$ cat src/verilog/rfb_pkg.sv
// Constants and types for the reader buffer and bit framing block
// Behaviour
// - One byte-wide data port writes into and reads from a 64-byte buffer.
// - The buffer feeds bytes to the transmitter and collects received bytes.
// - Writing 1 to pointer_clear resets both pointers and clears overflow.
// - Reading the pointer_clear bit always returns 0.
// - A 7-bit fill count rises on port writes and falls on port reads.
// - near_full_flag is 1 while free space is at most the threshold.
// - near_empty_flag is 1 while the fill count is at most the threshold.
// - Writing 1 to timer_halt_strobe stops the timer; it reads back 0.
// - Writing 1 to timer_go_strobe starts the timer; it reads back 0.
// - A 3-bit field gives valid bits of the last received byte; 0 is all.
// - send_trigger starts sending only while transceive is active.
// - rx_bit_offset sets where the first received bit lands; others follow.
// - With offset 7 the second bit goes to bit 0 of the next byte.
// - tx_final_bit_count sets bits sent of the last byte; 0 sends all.
// - The link state machine shows code 001 while awaiting send_trigger.
package rfb_pkg;
   localparam logic [5:0] IDX_CMD    = 6'h01;
   localparam logic [5:0] IDX_IMASK  = 6'h02;
   localparam logic [5:0] IDX_ISTAT  = 6'h04;
   localparam logic [5:0] IDX_ERR    = 6'h06;
   localparam logic [5:0] IDX_ALERT  = 6'h07;
   localparam logic [5:0] IDX_LINK   = 6'h08;
   localparam logic [5:0] IDX_DATA   = 6'h09;
   localparam logic [5:0] IDX_LEVEL  = 6'h0a;
   localparam logic [5:0] IDX_THR    = 6'h0b;
   localparam logic [5:0] IDX_CTRL   = 6'h0c;
   localparam logic [5:0] IDX_FRAME  = 6'h0d;
   localparam logic [6:0] FIFO_DEPTH = 7'h40;
   localparam logic [5:0] THR_RST    = 6'h08;
   localparam logic [7:0] CTRL_RSV   = 8'h10;
   localparam logic [3:0] BYTE_BITS  = 4'h8;
   localparam logic [1:0] RESP_OK    = 2'h0;
   localparam logic [1:0] RESP_ERR   = 2'h2;
   localparam int B_FLUSH = 7;
   localparam int B_HALT  = 7;
   localparam int B_GO    = 6;
   localparam int B_SEND  = 7;
   localparam int P_ALIGN = 4;
   localparam int B_TRX   = 0;
   localparam int IRQ_TX  = 0;
   localparam int IRQ_RX  = 1;
   localparam int IRQ_OVF = 2;
   localparam int IRQ_W   = 3;
   typedef enum logic [2:0] {
      ST_IDLE      = 3'b000,
      ST_WAIT_SEND = 3'b001,
      ST_TRANSMIT  = 3'b011,
      ST_WAIT_DATA = 3'b101,
      ST_RECEIVE   = 3'b110
   } rfb_state_t;
endpackage

$ cat src/verilog/rfb_byte_fifo.sv
// Byte buffer with fill count, overflow pulse and pointer clear
`timescale 1ns/1ps
module rfb_byte_fifo
   import rfb_pkg::*;
(
   input  wire logic       aclk,
   input  wire logic       aresetn,
   input  wire logic       ce,
   input  wire logic       clear,
   input  wire logic       push,
   input  wire logic [7:0] push_data,
   input  wire logic       pop,
   output logic      [7:0] head,
   output logic      [6:0] fill,
   output logic            overflow
);
   logic [7:0] mem [0:63];
   logic [5:0] wr_ptr;
   logic [5:0] rd_ptr;
   logic       pop_ok;
   logic       push_ok;

   // An empty pop changes nothing; a full push is allowed only with a pop
   assign pop_ok   = pop && (fill != 7'h00);
   assign push_ok  = push && ((fill != FIFO_DEPTH) || pop_ok);
   assign overflow = ce && push && !push_ok;
   assign head     = mem[rd_ptr];

   always_ff @(posedge aclk) begin
      if (ce && push_ok && !clear) begin
         mem[wr_ptr] <= push_data;
      end
   end

   always_ff @(posedge aclk) begin
      if (!aresetn) begin
         wr_ptr <= 6'h00;
         rd_ptr <= 6'h00;
         fill   <= 7'h00;
      end else if (ce) begin
         if (clear) begin
            wr_ptr <= 6'h00;
            rd_ptr <= 6'h00;
            fill   <= 7'h00;
         end else begin
            if (push_ok) begin
               wr_ptr <= wr_ptr + 6'h01;
            end
            if (pop_ok) begin
               rd_ptr <= rd_ptr + 6'h01;
            end
            if (push_ok && !pop_ok) begin
               fill <= fill + 7'h01;
            end else if (pop_ok && !push_ok) begin
               fill <= fill - 7'h01;
            end
         end
      end
   end
endmodule

$ cat src/verilog/rfb_top.sv
// Buffer, alert levels, timer strobes and bit framing behind AXI4-Lite
//
// Register access over AXI4-Lite was decided locally.
`timescale 1ns/1ps
module rfb_top
   import rfb_pkg::*;
(
   input  wire logic        aclk,
   input  wire logic        aresetn,
   input  wire logic        ce,
   input  wire logic [7:0]  awaddr,
   input  wire logic        awvalid,
   output logic             awready,
   input  wire logic [31:0] wdata,
   input  wire logic [3:0]  wstrb,
   input  wire logic        wvalid,
   output logic             wready,
   output logic [1:0]       bresp,
   output logic             bvalid,
   input  wire logic        bready,
   input  wire logic [7:0]  araddr,
   input  wire logic        arvalid,
   output logic             arready,
   output logic [31:0]      rdata,
   output logic [1:0]       rresp,
   output logic             rvalid,
   input  wire logic        rready,
   output logic             tx_bit,
   output logic             tx_bit_valid,
   input  wire logic        tx_bit_ready,
   input  wire logic        rx_bit,
   input  wire logic        rx_bit_valid,
   input  wire logic        rx_frame_end,
   output logic             timer_go_strobe,
   output logic             timer_halt_strobe,
   output logic [2:0]       link_state_code,
   output logic             irq
);
   rfb_state_t state;
   logic       aw_hold, aw_bad, w_hold, w_lane, wr_fire, wr_ok;
   logic [5:0] aw_idx, ar_idx, rd_idx;
   logic [7:0] w_byte, rd_val;
   logic       ar_fire, rd_ok;
   logic       transceive;
   logic [5:0] alert_threshold;
   logic [2:0] rx_bit_offset, tx_final_bit_count, rx_final_valid_bits;
   logic       overflow_error, near_full_flag, near_empty_flag;
   logic [IRQ_W-1:0] irq_stat, irq_mask, irq_evt;
   logic       host_push, host_pop, link_push, link_pop;
   logic       pointer_clear, send_trigger, ovf_evt;
   logic [7:0] head, push_byte, rx_sr;
   logic [6:0] fill_count;
   logic [3:0] tx_cnt;
   logic [7:0] tx_sr;
   logic       tx_busy, tx_take, tx_done;
   logic [2:0] rx_pos;
   logic       rx_any, rx_take, rx_end;

   function automatic logic is_mapped(input logic [5:0] idx);
      case (idx)
         IDX_CMD, IDX_IMASK, IDX_ISTAT, IDX_ERR, IDX_ALERT, IDX_LINK,
         IDX_DATA, IDX_LEVEL, IDX_THR, IDX_CTRL, IDX_FRAME:
            is_mapped = 1'b1;
         default:
            is_mapped = 1'b0;
      endcase
   endfunction

   function automatic logic [7:0] put_bit(input logic [7:0] sr,
                                          input logic [2:0] pos,
                                          input logic       b);
      put_bit      = sr;
      put_bit[pos] = b;
   endfunction

   // Write channel: address and data are held until both have arrived
   assign awready = ce && !aw_hold;
   assign wready  = ce && !w_hold;
   assign wr_fire = ce && aw_hold && w_hold && !bvalid;
   assign wr_ok   = wr_fire && !aw_bad && is_mapped(aw_idx) && w_lane;

   always_ff @(posedge aclk) begin
      if (!aresetn) begin
         aw_hold <= 1'b0;
         aw_idx  <= 6'h00;
         aw_bad  <= 1'b0;
      end else if (ce) begin
         if (awvalid && awready) begin
            aw_hold <= 1'b1;
            aw_idx  <= awaddr[7:2];
            aw_bad  <= awaddr[1:0] != 2'h0;
         end else if (wr_fire) begin
            aw_hold <= 1'b0;
         end
      end
   end

   always_ff @(posedge aclk) begin
      if (!aresetn) begin
         w_hold <= 1'b0;
         w_byte <= 8'h00;
         w_lane <= 1'b0;
      end else if (ce) begin
         if (wvalid && wready) begin
            w_hold <= 1'b1;
            w_byte <= wdata[7:0];
            w_lane <= wstrb[0];
         end else if (wr_fire) begin
            w_hold <= 1'b0;
         end
      end
   end

   always_ff @(posedge aclk) begin
      if (!aresetn) begin
         bvalid <= 1'b0;
         bresp  <= RESP_OK;
      end else if (ce) begin
         if (wr_fire) begin
            bvalid <= 1'b1;
            bresp  <= (aw_bad || !is_mapped(aw_idx)) ? RESP_ERR : RESP_OK;
         end else if (bready) begin
            bvalid <= 1'b0;
         end
      end
   end

   // Read channel: one read in flight, data port reads pop the buffer
   assign arready  = ce && !rvalid;
   assign ar_fire  = arvalid && arready;
   assign ar_idx   = araddr[7:2];
   assign rd_ok    = (araddr[1:0] == 2'h0) && is_mapped(ar_idx);
   assign host_pop = ar_fire && rd_ok && (ar_idx == IDX_DATA);

   always_comb begin
      case (ar_idx)
         IDX_CMD:   rd_val = {7'h00, transceive};
         IDX_IMASK: rd_val = {5'h00, irq_mask};
         IDX_ISTAT: rd_val = {5'h00, irq_stat};
         IDX_ERR:   rd_val = {7'h00, overflow_error};
         IDX_ALERT: rd_val = {6'h00, near_full_flag, near_empty_flag};
         IDX_LINK:  rd_val = {5'h00, link_state_code};
         IDX_DATA:  rd_val = head;
         IDX_LEVEL: rd_val = {1'b0, fill_count};
         IDX_THR:   rd_val = {2'h0, alert_threshold};
         IDX_CTRL:  rd_val = CTRL_RSV | {5'h00, rx_final_valid_bits};
         IDX_FRAME: rd_val = {1'b0, rx_bit_offset, 1'b0, tx_final_bit_count};
         default:   rd_val = 8'h00;
      endcase
   end

   always_ff @(posedge aclk) begin
      if (!aresetn) begin
         rvalid <= 1'b0;
         rresp  <= RESP_OK;
         rdata  <= 32'h0000_0000;
         rd_idx <= 6'h00;
      end else if (ce) begin
         if (ar_fire) begin
            rvalid <= 1'b1;
            rresp  <= rd_ok ? RESP_OK : RESP_ERR;
            rdata  <= rd_ok ? {24'h00_0000, rd_val} : 32'h0000_0000;
            rd_idx <= ar_idx;
         end else if (rready) begin
            rvalid <= 1'b0;
         end
      end
   end

   // Write side effects
   assign host_push     = wr_ok && (aw_idx == IDX_DATA);
   assign pointer_clear = wr_ok && (aw_idx == IDX_LEVEL) && w_byte[B_FLUSH];
   assign send_trigger  = wr_ok && (aw_idx == IDX_FRAME) && w_byte[B_SEND];

   always_ff @(posedge aclk) begin
      if (!aresetn) begin
         transceive         <= 1'b0;
         irq_mask           <= '0;
         alert_threshold    <= THR_RST;
         rx_bit_offset      <= 3'h0;
         tx_final_bit_count <= 3'h0;
      end else if (ce && wr_ok) begin
         unique case (aw_idx)
            IDX_CMD:   transceive <= w_byte[B_TRX];
            IDX_IMASK: irq_mask <= w_byte[IRQ_W-1:0];
            IDX_THR:   alert_threshold <= w_byte[5:0];
            IDX_FRAME: begin
               rx_bit_offset      <= w_byte[P_ALIGN+2:P_ALIGN];
               tx_final_bit_count <= w_byte[2:0];
            end
            default: begin
            end
         endcase
      end
   end

   // Strobes last one cycle and never read back as ones
   always_ff @(posedge aclk) begin
      if (!aresetn) begin
         timer_go_strobe   <= 1'b0;
         timer_halt_strobe <= 1'b0;
      end else if (ce) begin
         timer_go_strobe   <= wr_ok && (aw_idx == IDX_CTRL) && w_byte[B_GO];
         timer_halt_strobe <= wr_ok && (aw_idx == IDX_CTRL)
                              && w_byte[B_HALT];
      end
   end

   // Host access wins a clash; a received byte in the same cycle is lost
   assign push_byte = host_push ? w_byte
                    : (rx_take ? put_bit(rx_sr, rx_pos, rx_bit) : rx_sr);

   rfb_byte_fifo u_fifo (
      .aclk      (aclk),
      .aresetn   (aresetn),
      .ce        (ce),
      .clear     (pointer_clear),
      .push      (host_push || link_push),
      .push_data (push_byte),
      .pop       (host_pop || link_pop),
      .head      (head),
      .fill      (fill_count),
      .overflow  (ovf_evt)
   );

   assign near_full_flag  = (FIFO_DEPTH - fill_count)
                            <= {1'b0, alert_threshold};
   assign near_empty_flag = fill_count <= {1'b0, alert_threshold};

   // Overflow is sticky; a new overflow beats a clear in the same cycle
   always_ff @(posedge aclk) begin
      if (!aresetn) begin
         overflow_error <= 1'b0;
      end else if (ce) begin
         if (ovf_evt) begin
            overflow_error <= 1'b1;
         end else if (pointer_clear) begin
            overflow_error <= 1'b0;
         end
      end
   end

   // Link state machine
   assign link_state_code = state;
   assign tx_done = (state == ST_TRANSMIT) && !tx_busy
                    && (fill_count == 7'h00) && !host_push;
   assign rx_take = ((state == ST_WAIT_DATA) || (state == ST_RECEIVE))
                    && rx_bit_valid;
   assign rx_end  = (state == ST_RECEIVE) && rx_frame_end && !rx_bit_valid;

   always_ff @(posedge aclk) begin
      if (!aresetn) begin
         state <= ST_IDLE;
      end else if (ce) begin
         if (!transceive) begin
            state <= ST_IDLE;
         end else begin
            unique case (state)
               ST_IDLE:      state <= ST_WAIT_SEND;
               ST_WAIT_SEND: if (send_trigger) begin
                  state <= ST_TRANSMIT;
               end
               ST_TRANSMIT:  if (tx_done) begin
                  state <= ST_WAIT_DATA;
               end
               ST_WAIT_DATA: if (rx_take) begin
                  state <= ST_RECEIVE;
               end
               ST_RECEIVE:   if (rx_end) begin
                  state <= ST_WAIT_SEND;
               end
            endcase
         end
      end
   end

   // Transmit: bytes leave the buffer and go out least significant first
   assign tx_bit_valid = tx_busy;
   assign tx_bit       = tx_sr[0];
   assign tx_take      = ce && tx_busy && tx_bit_ready;
   assign link_pop     = (state == ST_TRANSMIT) && !tx_busy
                         && (fill_count != 7'h00) && !host_pop;

   always_ff @(posedge aclk) begin
      if (!aresetn) begin
         tx_busy <= 1'b0;
         tx_sr   <= 8'h00;
         tx_cnt  <= 4'h0;
      end else if (ce) begin
         if (state != ST_TRANSMIT) begin
            tx_busy <= 1'b0;
         end else if (link_pop) begin
            tx_busy <= 1'b1;
            tx_sr   <= head;
            if ((fill_count == 7'h01) && (tx_final_bit_count != 3'h0)) begin
               tx_cnt <= {1'b0, tx_final_bit_count};
            end else begin
               tx_cnt <= BYTE_BITS;
            end
         end else if (tx_take) begin
            tx_sr  <= {1'b0, tx_sr[7:1]};
            tx_cnt <= tx_cnt - 4'h1;
            if (tx_cnt == 4'h1) begin
               tx_busy <= 1'b0;
            end
         end
      end
   end

   // Receive: bits fill bytes from the chosen offset upward
   assign link_push = (rx_take && (rx_pos == 3'h7))
                      || (rx_end && rx_any);

   always_ff @(posedge aclk) begin
      if (!aresetn) begin
         rx_sr               <= 8'h00;
         rx_pos              <= 3'h0;
         rx_any              <= 1'b0;
         rx_final_valid_bits <= 3'h0;
      end else if (ce) begin
         if (state == ST_TRANSMIT) begin
            rx_sr  <= 8'h00;
            rx_pos <= rx_bit_offset;
            rx_any <= 1'b0;
         end else if (rx_take) begin
            rx_sr  <= (rx_pos == 3'h7) ? 8'h00
                    : put_bit(rx_sr, rx_pos, rx_bit);
            rx_pos <= rx_pos + 3'h1;
            rx_any <= rx_pos != 3'h7;
         end else if (rx_end) begin
            rx_final_valid_bits <= rx_any ? rx_pos : 3'h0;
         end
      end
   end

   // Interrupt status: set wins over a write-one clear
   assign irq_evt = {ovf_evt, rx_end, tx_done};

   always_ff @(posedge aclk) begin
      if (!aresetn) begin
         irq_stat <= '0;
      end else if (ce) begin
         if (wr_ok && (aw_idx == IDX_ISTAT)) begin
            irq_stat <= (irq_stat & ~w_byte[IRQ_W-1:0]) | irq_evt;
         end else begin
            irq_stat <= irq_stat | irq_evt;
         end
      end
   end

   assign irq = |(irq_stat & irq_mask);
endmodule
$ cat config.mk
export PLATFORM = sky130hd
export DESIGN_NAME = rfb_top
export DESIGN_NICKNAME = d
export VERILOG_FILES = /design/src/verilog/rfb_pkg.sv /design/src/verilog/rfb_byte_fifo.sv /design/src/verilog/rfb_top.sv
export SDC_FILE = /design/constraint.sdc
export NUM_CORES = 1
export LEC_CHECK = 0
export BUFFER_PORTS_ARGS = -buffer_cell sky130_fd_sc_hd__buf_4
export CAP_MARGIN = 20
export CORE_UTILIZATION = 61
export CTS_CLUSTER_DIAMETER = 100
export DETAILED_ROUTE_END_ITERATION = 10
export MAX_ROUTING_LAYER = met4
export PLACE_DENSITY = 0.79
export RECOVER_POWER = 50
export SLEW_MARGIN = 20
export SYNTH_ARGS = -nofsm -noshare
export SYNTH_HDL_FRONTEND = slang
export SYNTH_SLANG_ARGS = --single-unit
$ cat constraint.sdc
create_clock -name aclk -period 5.3 [get_ports aclk]
set_input_delay 0.53 -clock aclk [delete_from_list [all_inputs] [get_ports aclk]]
set_output_delay 0.53 -clock aclk [all_outputs]
set_load 0.01 [all_outputs]
Word-level counts from Yosys, hierarchy flattened
Memories as Yosys holds them, arrays and structs flattened. A register that Yosys moved wholly into a read port is not among the register bits.
Index checks and enable logic that the tools add are counted.
Storage, ports and cells
  bits in latches: 0
  memories kept: 4
  input bits: 64
  bits in writable memories: 512
  register bits: 128
  bits in read-only memories: 48
Memory list
  u_fifo.mem: words 64, bits a word 8, rd ports 1, clocked after Yosys merged registers in 1, write ports 1, line rfb_byte_fifo.sv:17  | logic [7:0] mem [0:63];
  (name not given): words 16, bits a word 1, rd ports 1, clocked after Yosys merged registers in 0, write ports 0, line rfb_top.sv:60  | case (idx)
  (name not given): words 16, bits a word 1, rd ports 1, clocked after Yosys merged registers in 1, write ports 0, line rfb_top.sv:60
  (name not given): words 16, bits a word 1, rd ports 1, clocked after Yosys merged registers in 1, write ports 0, line rfb_top.sv:60
Operators by class
  $lt $le $gt $ge: 4
  add/subtract/negate cells: 7
  eq/ne operators: 33
  reductions and logical operators: 108
  multipliers: 0
  shift operators: 0
  bitwise operators: 8
  muxes and demuxes: 63
  div/mod/pow operators: 0
Operators with widths (number)
  one-hot mux 8 bit (11 select lines): 1
  equality test 6 x 4 -> 1 bit, second input constant: 11
  two-way mux 8 bit: 8
  logical AND 1 bit: 47
  two-way mux 6 bit: 6
  AND reduction 2 bit: 17
  two-way mux 4 bit: 7
  two-way mux 3 bit: 9
  equality test 6 x 3 -> 1 bit, second input constant: 4
  two-way mux 1 bit: 24
  two-way mux 7 bit: 3
  nonzero test 2 bit: 10
  != test 3 bit, second input constant: 5
  one-hot mux 3 bit (5 select lines): 1
  less-or-equal comparator 7 x 6 -> 1 bit: 2
  zero test 1 bit: 13
  adder 6 x 1 -> 6 bit, second input constant: 2
  equality test 6 x 1 -> 1 bit, second input constant: 2
  equality test 6 x 2 -> 1 bit, second input constant: 2
  nonzero test 3 bit: 4
  equality test 3 bit, second input constant: 3
  bitwise mux 8 bit: 1
  adder 7 x 1 -> 7 bit, second input constant: 1
  equality test 7 x 1 -> 1 bit, second input constant: 1
  26 further kinds: 39

Logic depth before layout (Yosys ltp)
Gate-level depths: netlist of run 1.
  depth in word-level cells: 16
  gate-level depth with buffers: 13

Hierarchy
Synthesis of run 1 repeated with hierarchy kept, for this count alone.
Second synthesis, totals
  cell total of the unflattened synthesis: 1752
  area total of the unflattened synthesis: 26371.5 µm²
By module, submodules not included
  rfb_byte_fifo: instances 1, sequential area each 15875.2 µm², area each 21284.2 µm², cells an instance 1144
  rfb_top: instances 1, sequential area each 1681.6 µm², area each 5087.4 µm², cells an instance 608

Least setup slack after synthesis of run 1
OpenSTA, ideal clock, no wires.
  path type: input to register
  start: in ce
  end: mem u_fifo.mem[0][3] (data pin)
  path slack: 0.686 ns
  stages: 6
  buffers on the path: 3
  data required time: 4.598 ns
  data arrival time: 3.912 ns
  cell sequence: and4b_1 buf_6 and4_1 buf_6 clkbuf_1 o21ai_0
On the way
  word-level cells in the longest chain between the ends: 8
Ends and longest elaborated chain
  start: declaration: line rfb_top.sv:10  | input wire logic ce,
  logical AND 1 bit (3 in a row): line rfb_top.sv:79  | assign wr_fire = ce && aw_hold && w_hold && !bvalid;
  logical AND 1 bit (3 in a row): line rfb_top.sv:80  | assign wr_ok = wr_fire && !aw_bad && is_mapped(aw_idx) && w_lane;
  logical AND 1 bit: line rfb_top.sv:171  | assign host_push = wr_ok && (aw_idx == IDX_DATA);
  two-way mux 8 bit: line rfb_top.sv:210  | assign push_byte = host_push ? w_byte
  named net push_byte[3]: line rfb_top.sv:51  | logic [7:0] head, push_byte, rx_sr;
  end: declaration: line rfb_byte_fifo.sv:17
The timed path passes the listed nets, and every way through them passes these cells.

Worst setup path after layout of run 1
  start: reg state[1], in the netlist link_state_code[1]
  end: reg rx_sr[3]
On the way
  word-level cells in the longest chain between the ends: 5
  elaborated cells on any way between the ends: 8
Ends and longest elaborated chain
  start: declaration: line rfb_top.sv:39  | rfb_state_t state;
  start signal: assignment: line rfb_top.sv:253  | state <= ST_IDLE;
  start signal: assignment: line rfb_top.sv:256  | state <= ST_IDLE;
  start signal: assignment: line rfb_top.sv:259  | ST_IDLE: state <= ST_WAIT_SEND;
  equality test 3 bit: line rfb_top.sv:247  | assign rx_take = ((state == ST_WAIT_DATA) || (state == ST_RECEIVE))
  logical OR 1 bit: line rfb_top.sv:247
  logical AND 1 bit: line rfb_top.sv:248  | && rx_bit_valid;
  nonzero test 2 bit (no line)
  AND reduction 2 bit (no line)
  end signal: assignment: line rfb_top.sv:326  | rx_sr <= (rx_pos == 3'h7) ? 8'h00
  end: declaration: line rfb_top.sv:51
Several ways; a longest one is shown, not always the timed one.
A chain may end at the register's enable or synchronous reset.

==> results of run 1 <==
synthesized netlist by cell type, drive strengths merged (12+ instances only):
library cell,number
mux4,125
nor3,17
a22oi,13
mux2i,62
dfxtp,109
o22ai,36
inv,25
nand2,89
nand3b,13
nand3,54
nand4,19
clkbuf,49
a21oi,77
a31oi,12
nor2,157
nor2b,12
o21ai,30
edfxtp,512
buf,73
nor4,13
ha,25
worst min-delay path by stage:
stage                           startpoint                          end  slack, ns  cells after the start
5_1_grt                          awaddr[7]       aw_idx[5]$_SDFFE_PN0P_       0.19                      3
2_1_floorplan  overflow_error$_SDFFE_PN0P_  overflow_error$_SDFFE_PN0P_       0.43                      2
6_report                          wdata[7]       w_byte[7]$_SDFFE_PN0P_       0.17                      3
3_5_place_dp   overflow_error$_SDFFE_PN0P_  overflow_error$_SDFFE_PN0P_       0.45                      2
3_3_place_gp   overflow_error$_SDFFE_PN0P_  overflow_error$_SDFFE_PN0P_       0.44                      2
4_1_cts                           wdata[7]       w_byte[7]$_SDFFE_PN0P_       0.16                      3
cell usage in the layout (no fill, tap or decap), types with 7 or more instances in the layout:
cell,instances
nand3b_1,13
a2bb2oi_1,8
clkbuf_1,36
xnor2_1,8
xor2_1,7
mux4_2,125
a31oi_1,12
nand2_1,88
nor4_1,12
clkinv_2,9
conb_1,26
inv_1,25
a211oi_1,11
a22oi_1,13
nand3_1,54
nor2_1,157
nor3_1,15
buf_4,47
mux2i_1,62
and3_1,8
mux2_2,9
edfxtp_1,512
dfxtp_1,105
nand4_1,19
o22ai_1,36
nor2b_1,12
clkbuf_2,7
clkbuf_16,61
clkinvlp_4,7
a21oi_1,77
o221ai_1,9
ha_1,25
o21ai_0,24
registers in the layout, summed over array words and instances, names as in the netlist, 3 cells and up, named ones only:
| signal | cells |
|---|---|
| alert_threshold | 6 |
| u_fifo.wr_ptr | 6 |
| u_fifo.rd_ptr | 6 |
| tx_cnt | 4 |
| irq_mask | 3 |
| rx_sr | 8 |
| rdata | 8 |
| tx_final_bit_count | 3 |
| irq_stat | 3 |
| u_fifo.mem | 512 |
| rx_bit_offset | 3 |
| u_fifo.fill | 7 |
| tx_sr | 8 |
| w_byte | 8 |
| rx_final_valid_bits | 3 |
| aw_idx | 6 |
| link_state_code | 3 |
| rx_pos | 3 |
stage by stage:
| stage | area, sq um | hold slack, ns |
|---|---|---|
| final | 28700 | 0.175 |
| after global routing | 28700 | 0.188 |
| after CTS | 28900 | 0.158 |
| after detailed placement | 27000 | 0.454 |
| after global placement | 27000 | 0.441 |
| after floorplan | 26200 | 0.427 |
where the power goes:
group	switching [mW]	internal, mW
sequential	0.0117	5.21
clock	1.83	2.29
combinational	0.0762	0.0386
metal layers:
| metal | part of all wire | vias to the layer above | GRT usage |
|---|---|---|---|
| met5 | 0 | - | - |
| met4 | 0.034 | 0 | 0.110 |
| met3 | 0.098 | 147 | 0.0546 |
| met2 | 0.48 | 981 | 0.453 |
| met1 | 0.39 | 7986 | 0.407 |
| li1 | - | 6719 | - |
kinds of logic after synthesis:
logic type	synth area share
DFF	0.672
and+or+nand+nor	0.0827
AOI/OAI and AO/OA	0.0638
muxes	0.136
buffers and inverters	0.0280
adders and majority gates	0.0120
xor gates and xnor gates	0.00503
other	0.000144
cell type report:
cell class / count / area share
well taps: 539 / 0.0235
clock inverters: 32 / 0.00995
multi-input cells: 947 / 0.277
clock buffers: 75 / 0.0557
repair buffers: 80 / 0.0181
inverters: 26 / 0.00340
flip-flops and latches: 621 / 0.612
worst min-delay path, delay by kind of cell:
family                 cells  cell delay (ns)
buffers and inverters      1             0.11
AO/OA/AOI/OAI              1             0.05
AND/OR/NAND/NOR            1             0.06
==> metrics.md, run 1 <==
| Metric | Value |
|---|---|
| Critical-path cell list | nor3b_1, o21ai_0, or3_1, a2bb2oi_1, nor2_1 |
| CORE AREA | 42,000 sq um |
| FF/Latch Area | 17,600 sq um |
| Yosys reg bits | 621 |
| Fin crit share | 0.782 |
| CTS tree | yes |
| Clock sinks | 621 |
| Clock Root Buffer | clkbuf_16 |
| Routed vias | 15,833 |
| CTS Buf Count | 59 |
| Die W | 209 microns |
| Worst path max stage delay | 1.34 ns |
| Status | finished, violations left |
| Critical path's slowest cell | nor3b_1 |
| Layout area overhead | 9.85% |
| Mapped Area | 26,100 sq um |
| Leak | 10.3 nW |
| Predominant post-synthesis flop cell | edfxtp_1 |
| VDD IR max | 0.287 mV |
| Fin. max-slew vios | 285 |
| Ranking of synthesized cells by area | edfxtp_1 59%, mux4_2 11%, dfxtp_1 8.4% |
| Clk_skew | 0.0188 ns |
| GRT overflow | 0 |
| Post-synth top area cell | edfxtp_1 |
| Initial antenna violation count | 0 |
| Fin util | 0.682 |
| PnR worst setup slack | 1.16 ns |
| DRT antenna net count | 0 |
| Worst reg2reg endpoint | rx_sr[3]$_SDFFE_PN0P_ |
| Finished Layout Cells | 2,320 |
| Worst R2R Start | link_state_code[1]$_SDFFE_PN0P_ |
| Max_cap viols | 7 |
| GPL Wtd Cong | 0.949 |
| Post-synthesis async set-or-reset flop share | 0 |
| Fin. Hold Viols | 0 |
| Achievable Freq | 0.241 GHz |
| H-tree levels | 2 |
| Power Total | 9.46 mW |
| Placed cell count | 2,213 |
| WL final | 62,000 microns |
| Syn avg cell area | 15.4 sq um |
| Share of cells above drive strength 1 | 0.173 |
| Footprint of the multi-input gates | 7940 sq um |
| CP top delay family | simple AND/OR/NAND/NOR gates |
| Final HPWL DP | 37,300 microns |
| Critical Path Start | link_state_code[1]$_SDFFE_PN0P_ |
| Chip height | 209 microns |
| Violated checks | capacitance limit, slew limit |
| Worst Hold Class | input port to flop |
| Clk_lat worst skew | 0.62 ns |
| Top-Level Pins | 113 |
| Pre-CTS WS | 1.30 ns |
| Residual DRC count | 0 |
| Number of synthesized flops with an enable pin | 512 |
| Port bufs | 59 |
| Nets | 1,824 |
| CP bufs+invs | 0 |
| Startpoint Class | flop |
| WP depth | 5 |
| DR pass1 iterations | 6 |
| Vias per std cell | 6.82 |
| Crit path time final | 4.14 ns |
| Cell Rows | 75 |
| Die ar. | 43,600 sq um |
| GRT Total Usage | 0.298 |
| Post-synthesis cell count | 1,691 |
| Starting Density | 0.621 |
| # diodes | 0 |
| Setup Viol. Count Final | 0 |
| Critical path destination | rx_sr[3]$_SDFFE_PN0P_ |
| WL/cell | 26.7 microns |
| RSZ-0062 raised after global routing | false |
| Count of different cell masters after synthesis | 86 |
| Crit-path max FO | 16 |
| Pin count of the biggest net entering global routing | 65 |
| Rel. slew slack | -0.246 |
| Fill cells | 2,709 |
| Ys Warns | 0 |
| Hold Buf Count CTS | 0 |
| Synth top area share | 0.589 |
| Worst-path clk slew | 0.06 ns |
| Register area share after synthesis | 0.672 |
| Cells on worst reg2reg path | 5 |
| Arrival @ worst endpoint | 4.68 ns |
| Deepest clock path buffer count | 3 |
| Flop-to-flop setup slack | 1.16 ns |
| Pwr Density | 330 nW/um^2 |
| Crit. End Element | flop |
| Post-CTS sizing | 0 |
| Required @ worst endpoint | 5.83 ns |
| CP Class | flop to flop |
| Postcts setup bufs | 0 |
| Vias in the first global route | 15,244 |
| Setup TNS | 0 ns |
| Worst-Margin Slew | 1.87 ns |
| Starting DRT DRC Count | 2,052 |
| First-pass GRT wire length | 93,800 microns |
(Power assumes the default switching activity.)
==> inputs of run 2 (changes only) <==
- ABC_AREA: not set -> 1
- CORE_UTILIZATION: 61 -> 56
- PLACE_DENSITY: 0.79 -> 0.76
- clock period: 5.3 -> 3.4 ns (I/O delays scaled with it)
==> metrics.md, run 2 <==
| Metric | Value |
|---|---|
| Count of different cell masters after synthesis | 48 |
| Worst R2R Start | rx_pos[1]$_SDFFE_PN0P_ |
| Crit path time final | 3.07 ns |
| Mapped Area | 27,100 sq um |
| Status | finished, violations left |
| Crit. End Element | flop |
| CTS tree | yes |
| DR pass1 iterations | 6 |
| Critical-path cell list | ha_1, ha_1, nand3_1, nand2_1, inv_1, nand2_2, nand2_2, nor2_4, nand2_4, nor2_8, nand3_4, nor2_1 |
| Pin count of the biggest net entering global routing | 129 |
| Vias per std cell | 5.78 |
| First-pass GRT wire length | 105,000 microns |
| Largest family of logic cells by synthesized area | simple AND/OR/NAND/NOR gates |
| Largest register FFs | 512 |
| Initial antenna violation count | 0 |
| Setup Viol. Count Final | 0 |
| Max_cap viols | 1 |
| Post-CTS sizing | 0 |
| Most numerous cell in the Yosys netlist | nand2_1 |
| Power Total | 15.3 mW |
| Starting DRT DRC Count | 2,480 |
| Die W | 222 microns |
| WL/cell | 19.6 microns |
| Biggest register | u_fifo.mem |
| Flop-to-flop setup slack | 0.33 ns |
| Finished Layout Cells | 3,476 |
| Nets | 2,899 |
| Rel. slew slack | -0.920 |
| CP Class | flop to flop |
| Pwr Density | 500 nW/um^2 |
| Post-synthesis mux area share | 0 |
| Register area share after synthesis | 0.647 |
| Worst-Margin Slew | 2.88 ns |
| DRT antenna net count | 0 |
| Clk_skew | 0.0155 ns |
| Post-synth top area cell | edfxtp_1 |
| Fin util | 0.640 |
| Clk_lat worst skew | 0.63 ns |
| Final HPWL DP | 42,000 microns |
| Cells on worst reg2reg path | 12 |
| Synth top area share | 0.567 |
| Fin crit share | 0.903 |
| Worst path max stage delay | 0.59 ns |
| Clock Root Buffer | clkbuf_16 |
| Ranking of synthesized cells by area | edfxtp_1 57%, nand2_1 12%, nand3_1 9.0% |
| VDD IR max | 0.394 mV |
| Hold Path End | aw_bad$_SDFFE_PN0P_ |
| Syn avg cell area | 9.94 sq um |
| Adder-cell area share of the yosys netlist | 0.0115 |
| Fin. Hold Viols | 0 |
| Most common cell after layout, fill and taps aside | nand2_1 |
| Layout area overhead | 12.8% |
| Cell Rows | 80 |
| Die ar. | 49,300 sq um |
| CORE AREA | 47,700 sq um |
| # diodes | 0 |
| CP bufs+invs | 1 |
| Fill cells | 3,644 |
| Arrival @ worst endpoint | 3.33 ns |
| GPL Wtd Cong | 0.920 |
| Placed cell count | 3,352 |
| GRT overflow | 0 |
| Starting Density | 0.568 |
| RSZ-0062 raised after global routing | false |
| Hold path start | awaddr[0] |
| Yosys reg bits | 621 |
| Worst Hold Class | input port to flop |
| Hold Crit Depth | 3 |
| CP top delay family | simple AND/OR/NAND/NOR gates |
| WL final | 68,100 microns |
| FF/Latch Area | 17,600 sq um |
| Routed vias | 20,078 |
| Violated checks | capacitance limit, slew limit |
| Synth Area in XOR/XNOR | 0.00484 |
| Post-synthesis async set-or-reset flop share | 0 |
| Port bufs | 59 |
| Clock sinks | 621 |
| Synth Area in Compound Gates | 0.0369 |
| Post-synthesis cell count | 2,727 |
| Required @ worst endpoint | 3.66 ns |
| Synth cell count leaders | 881 x nand2_1, 512 x edfxtp_1, 486 x nand3_1, 171 x nor2_1, 109 x dfxtp_1 |
| GRT Total Usage | 0.284 |
| Met1 WL | 28,500 microns |
| Most frequent cells in the layout | 882 x nand2_1, 512 x edfxtp_1, 487 x nand3_1, 172 x nor2_1, 106 x dfxtp_1 |
| Worst-path clk slew | 0.06 ns |
| Simple logic cell fraction of the synthesized area | 0.256 |
| Ys Warns | 0 |
| Wire length on met3 | 5130 microns |
| Deepest clock path buffer count | 3 |
| Vias in the first global route | 19,023 |
| Achievable Freq | 0.326 GHz |
| Top-Level Pins | 113 |
| Leak | 11.7 nW |
| H-tree levels | 2 |
| Fin. max-slew vios | 58 |
| Chip height | 222 microns |
| Predominant post-synthesis flop cell | edfxtp_1 |
| Postcts setup bufs | 0 |
| CTS Buf Count | 61 |
| Crit-path max FO | 9 |
| Worst reg2reg endpoint | u_fifo.mem[16][3]$_DFFE_PP_ |
| Met2 wire length | 32,100 microns |
| Footprint of the multi-input gates | 8540 sq um |
| Share of cells above drive strength 1 | 0.0905 |
| Number of synthesized flops with an enable pin | 512 |
| Top routing layer used | met4 |
| Residual DRC count | 0 |
| Startpoint Class | flop |
| Critical path's slowest cell | nor2_1 |
run 2: cell count changes after synthesis, moves of 31 or more:
cell      previous run  this run
clkbuf_1            49        84
o22ai_1             36         5
mux4_2             125         0
nand3_1             54       486
nand2_1             88       881
mux2i_1             61         0
inv_1               25       100
run 2: how the worst max path moves through the flow:
stage	cells after the start	endpoint	start	slack [ns]
5_1_grt	11	u_fifo.mem[16][3]$_DFFE_PP_	aw_idx[5]$_SDFFE_PN0P_	0.15
3_3_place_gp	12	u_fifo.mem[16][0]$_DFFE_PP_	araddr[7]	0.45
6_report	12	u_fifo.mem[16][3]$_DFFE_PP_	rx_pos[1]$_SDFFE_PN0P_	0.33
4_1_cts	12	u_fifo.mem[16][3]$_DFFE_PP_	rx_pos[1]$_SDFFE_PN0P_	0.34
2_1_floorplan	7	u_fifo.mem[0][0]$_DFFE_PP_	link_state_code[2]$_SDFFE_PN0P_	-1.23
3_5_place_dp	12	u_fifo.mem[3][7]$_DFFE_PP_	araddr[7]	0.37
run 2: routing by layer:
layer,track usage,vias up
li1,-,9466
met1,0.383,9536
met2,0.442,937
met3,0.0341,139
met4,0.114,0
met5,-,-
run 2: per-stage QoR:
step / area (sq um) / TNS [ns] / hold slack (ns) / setup WS, ns
after global placement: 28700 / 0 / 0.445 / 0.449
after global routing: 30600 / 0 / 0.0449 / 0.150
after floorplan: 27200 / -470.26 / 0.441 / -1.23
final: 30600 / 0 / 0.0442 / 0.329
after CTS: 30800 / 0 / 0.0211 / 0.339
after detailed placement: 28700 / 0 / 0.452 / 0.368
run 2: repair_timing:
action,4_1_cts,5_1_grt
hold buffers,10,0
endpoints found under the hold margin,7,0
setup endpoints to repair,0,0
run 2: final cells by class:
class | count | area share
inverters | 111 | 0.0139
clock buffers | 75 | 0.0530
well taps | 615 | 0.0252
clock inverters | 39 | 0.0146
multi-input cells | 1857 | 0.279
repair buffers | 158 | 0.0395
flip-flops and latches | 621 | 0.574
run 2: power breakdown:
group,internal [mW],total [mW],switching [mW],leakage (nW)
logic,0.0705,0.202,0.132,4.55
clock network,4.07,6.93,2.86,1.02
registers,8.13,8.15,0.0182,6.10
run 2: logic make-up after synthesis:
kind of cell | after synthesis
fa+ha+maj | 25
buf+inv | 274
xor+xnor | 15
compound gates | 180
simple gates | 1611
other cells | 1
flops | 621
run 2: worst register-to-register path, stage by stage, from the launching register on:
cell,delay [ns]
dfxtp_1,0.47
ha_1,0.21
ha_1,0.23
nand3_1,0.11
nand2_1,0.08
inv_1,0.05
nand2_2,0.20
nand2_2,0.14
nor2_4,0.13
nand2_4,0.14
nor2_8,0.19
nand3_4,0.16
nor2_1,0.59
==> inputs of run 3 (changes only) <==
- REMOVE_ABC_BUFFERS: not set -> 1
==> metrics.md, run 3 (synthesized netlist as in run 2, its figures left out) <==
| Metric | Value |
|---|---|
| Critical Path Start | aw_idx[5]$_SDFFE_PN0P_ |
| Required @ worst endpoint | 3.72 ns |
| Hold path start | wdata[6] |
| Clk_skew | 0.0265 ns |
| Worst-path clk slew | 0.06 ns |
| Biggest register | u_fifo.mem |
| CTS Buf Count | 61 |
| First-pass GRT wire length | 106,000 microns |
| Layout area overhead | 12.3% |
| Max_cap viols | 1 |
| Nets | 2,898 |
| Worst R2R Start | aw_idx[5]$_SDFFE_PN0P_ |
| WL final | 68,500 microns |
| Cell Rows | 80 |
| Startpoint Class | flop |
| Fill cells | 3,637 |
| CP Class | flop to flop |
| Sw Share | 0.203 |
| Worst-Margin Slew | 2.02 ns |
| Most frequent cells in the layout | 882 x nand2_1, 512 x edfxtp_1, 487 x nand3_1, 173 x nor2_1, 106 x dfxtp_1 |
| Met1 Use GR | 0.374 |
| Sw Pwr | 3.06 mW |
| Share of cells above drive strength 1 | 0.0870 |
| GPL Wtd Cong | 0.945 |
| Deepest clock path buffer count | 3 |
| Combinational share of power | 0.014 |
| Initial antenna violation count | 0 |
| DRT antenna net count | 0 |
| CTS tree | yes |
| Residual DRC count | 0 |
| Leak | 11.6 nW |
| Hold Buf Count CTS | 14 |
| Pwr Density | 495 nW/um^2 |
| Part of the power in registers | 0.540 |
| Worst Hold Class | input port to flop |
| Violated checks | capacitance limit, slew limit |
| Die ar. | 49,300 sq um |
| # diodes | 0 |
| Setup Viol. Count Final | 0 |
| Fin crit share | 0.914 |
| CORE AREA | 47,700 sq um |
| Die W | 222 microns |
| Port bufs | 59 |
| Vias in the first global route | 19,149 |
| Status | finished, violations left |
| Final HPWL DP | 42,600 microns |
| Internal | 12.0 mW |
| Fin. Hold Viols | 0 |
| Placed cell area | 28,600 sq um |
| RSZ-0062 raised after global routing | false |
| GRT Total Usage | 0.286 |
| Fin util | 0.638 |
| Most common cell after layout, fill and taps aside | nand2_1 |
| WHS | 0.0175 ns |
| PnR worst setup slack | 0.293 ns |
| Crit path time final | 3.11 ns |
| Hold Crit Depth | 3 |
| Chip height | 222 microns |
| Critical-path cell list | nor2_1, nand3_1, nor2_2, nand2_1, nor3_1, clkbuf_1, inv_1, o21ai_0, clkbuf_4 |
| Clock sinks | 621 |
| Clock Root Buffer | clkbuf_16 |
| Starting Density | 0.568 |
| Largest register FFs | 512 |
| Clock share of power | 0.446 |
| Routed vias | 20,089 |
| Postcts setup bufs | 0 |
| Crit-path max FO | 64 |
| Fin. max-slew vios | 41 |
| Arrival @ worst endpoint | 3.43 ns |
| Top-Level Pins | 113 |
| Busiest grt layer | met2 |
| Pin count of the biggest net entering global routing | 161 |
| Crit. End Element | flop |
| Post-CTS sizing | 0 |
| Rel. slew slack | -0.347 |
| Achievable Freq | 0.322 GHz |
| Clk_lat worst skew | 0.64 ns |
| Cells on worst reg2reg path | 9 |
| DR pass1 iterations | 6 |
| Grt met3 use | 0.0390 |
| Met2 GRT Util | 0.459 |
| Worst path max stage delay | 0.72 ns |
| Fin area | 30,500 sq um |
| Pre-CTS WS | 0.372 ns |
| Critical path's slowest cell | clkbuf_4 |
| Vias per std cell | 5.78 |
| VDD IR max | 0.468 mV |
| H-tree levels | 2 |
| GRT overflow | 0 |
| WL/cell | 19.7 microns |
| Starting DRT DRC Count | 2,428 |
run 3: critical path, delay by kind of cell, from the launching register on:
family | cells | cell delay, ns
buffers and inverters | 3 | 1.13
and+or+nand+nor | 5 | 1.11
AOI/OAI and AO/OA | 1 | 0.19
DFF | 1 | 0.31
run 3: metrics by stage:
step / cells / total power [mW] / TNS [ns]
CTS: 3475 / 15.1 / 0
global placement: 3346 / 8.51 / 0
finish: 3476 / 15.1 / 0
floorplan: 2589 / 8.42 / -765.72
global route: 3476 / 15.4 / 0
detailed placement: 3346 / 8.51 / 0
run 3: metal layers:
metal / share of wire / up-vias
met5: 0 / -
met4: 0.033 / 0
met3: 0.076 / 157
met2: 0.49 / 883
met1: 0.41 / 9595
li1: - / 9454
run 3: final timing paths:
check,endpoint,slack [ns]
worst max-delay path,u_fifo.mem[9][5]$_DFFE_PP_,0.29
worst min-delay path,w_byte[6]$_SDFFE_PN0P_,0.02
worst max register to register,u_fifo.mem[9][5]$_DFFE_PP_,0.29
worst min register to register,rresp[1]$_SDFFE_PN0P_,0.46
run 3: final cells by class:
cell class | count | area (sq um) | area share
Sequential cell | 621 | 17600 | 0.577
Multi-Input combinational cell | 1857 | 8490 | 0.279
Clock buffer | 76 | 1640 | 0.0540
Timing Repair Buffer | 157 | 1200 | 0.0393
Tap cell | 615 | 769 | 0.0253
Inverter | 111 | 425 | 0.0140
Clock inverter | 39 | 373 | 0.0122
run 3: power by group through the flow:
| stage | combinational, mW | clock, mW | sequential, mW |
|---|---|---|---|
| after global placement | 0.193 | 0 | 8.31 |
| after CTS | 0.212 | 6.78 | 8.15 |
| after detailed placement | 0.198 | 0 | 8.31 |
| after global routing | 0.226 | 7.06 | 8.15 |
| after floorplan | 0.103 | 0 | 8.31 |
| final | 0.209 | 6.73 | 8.15 |
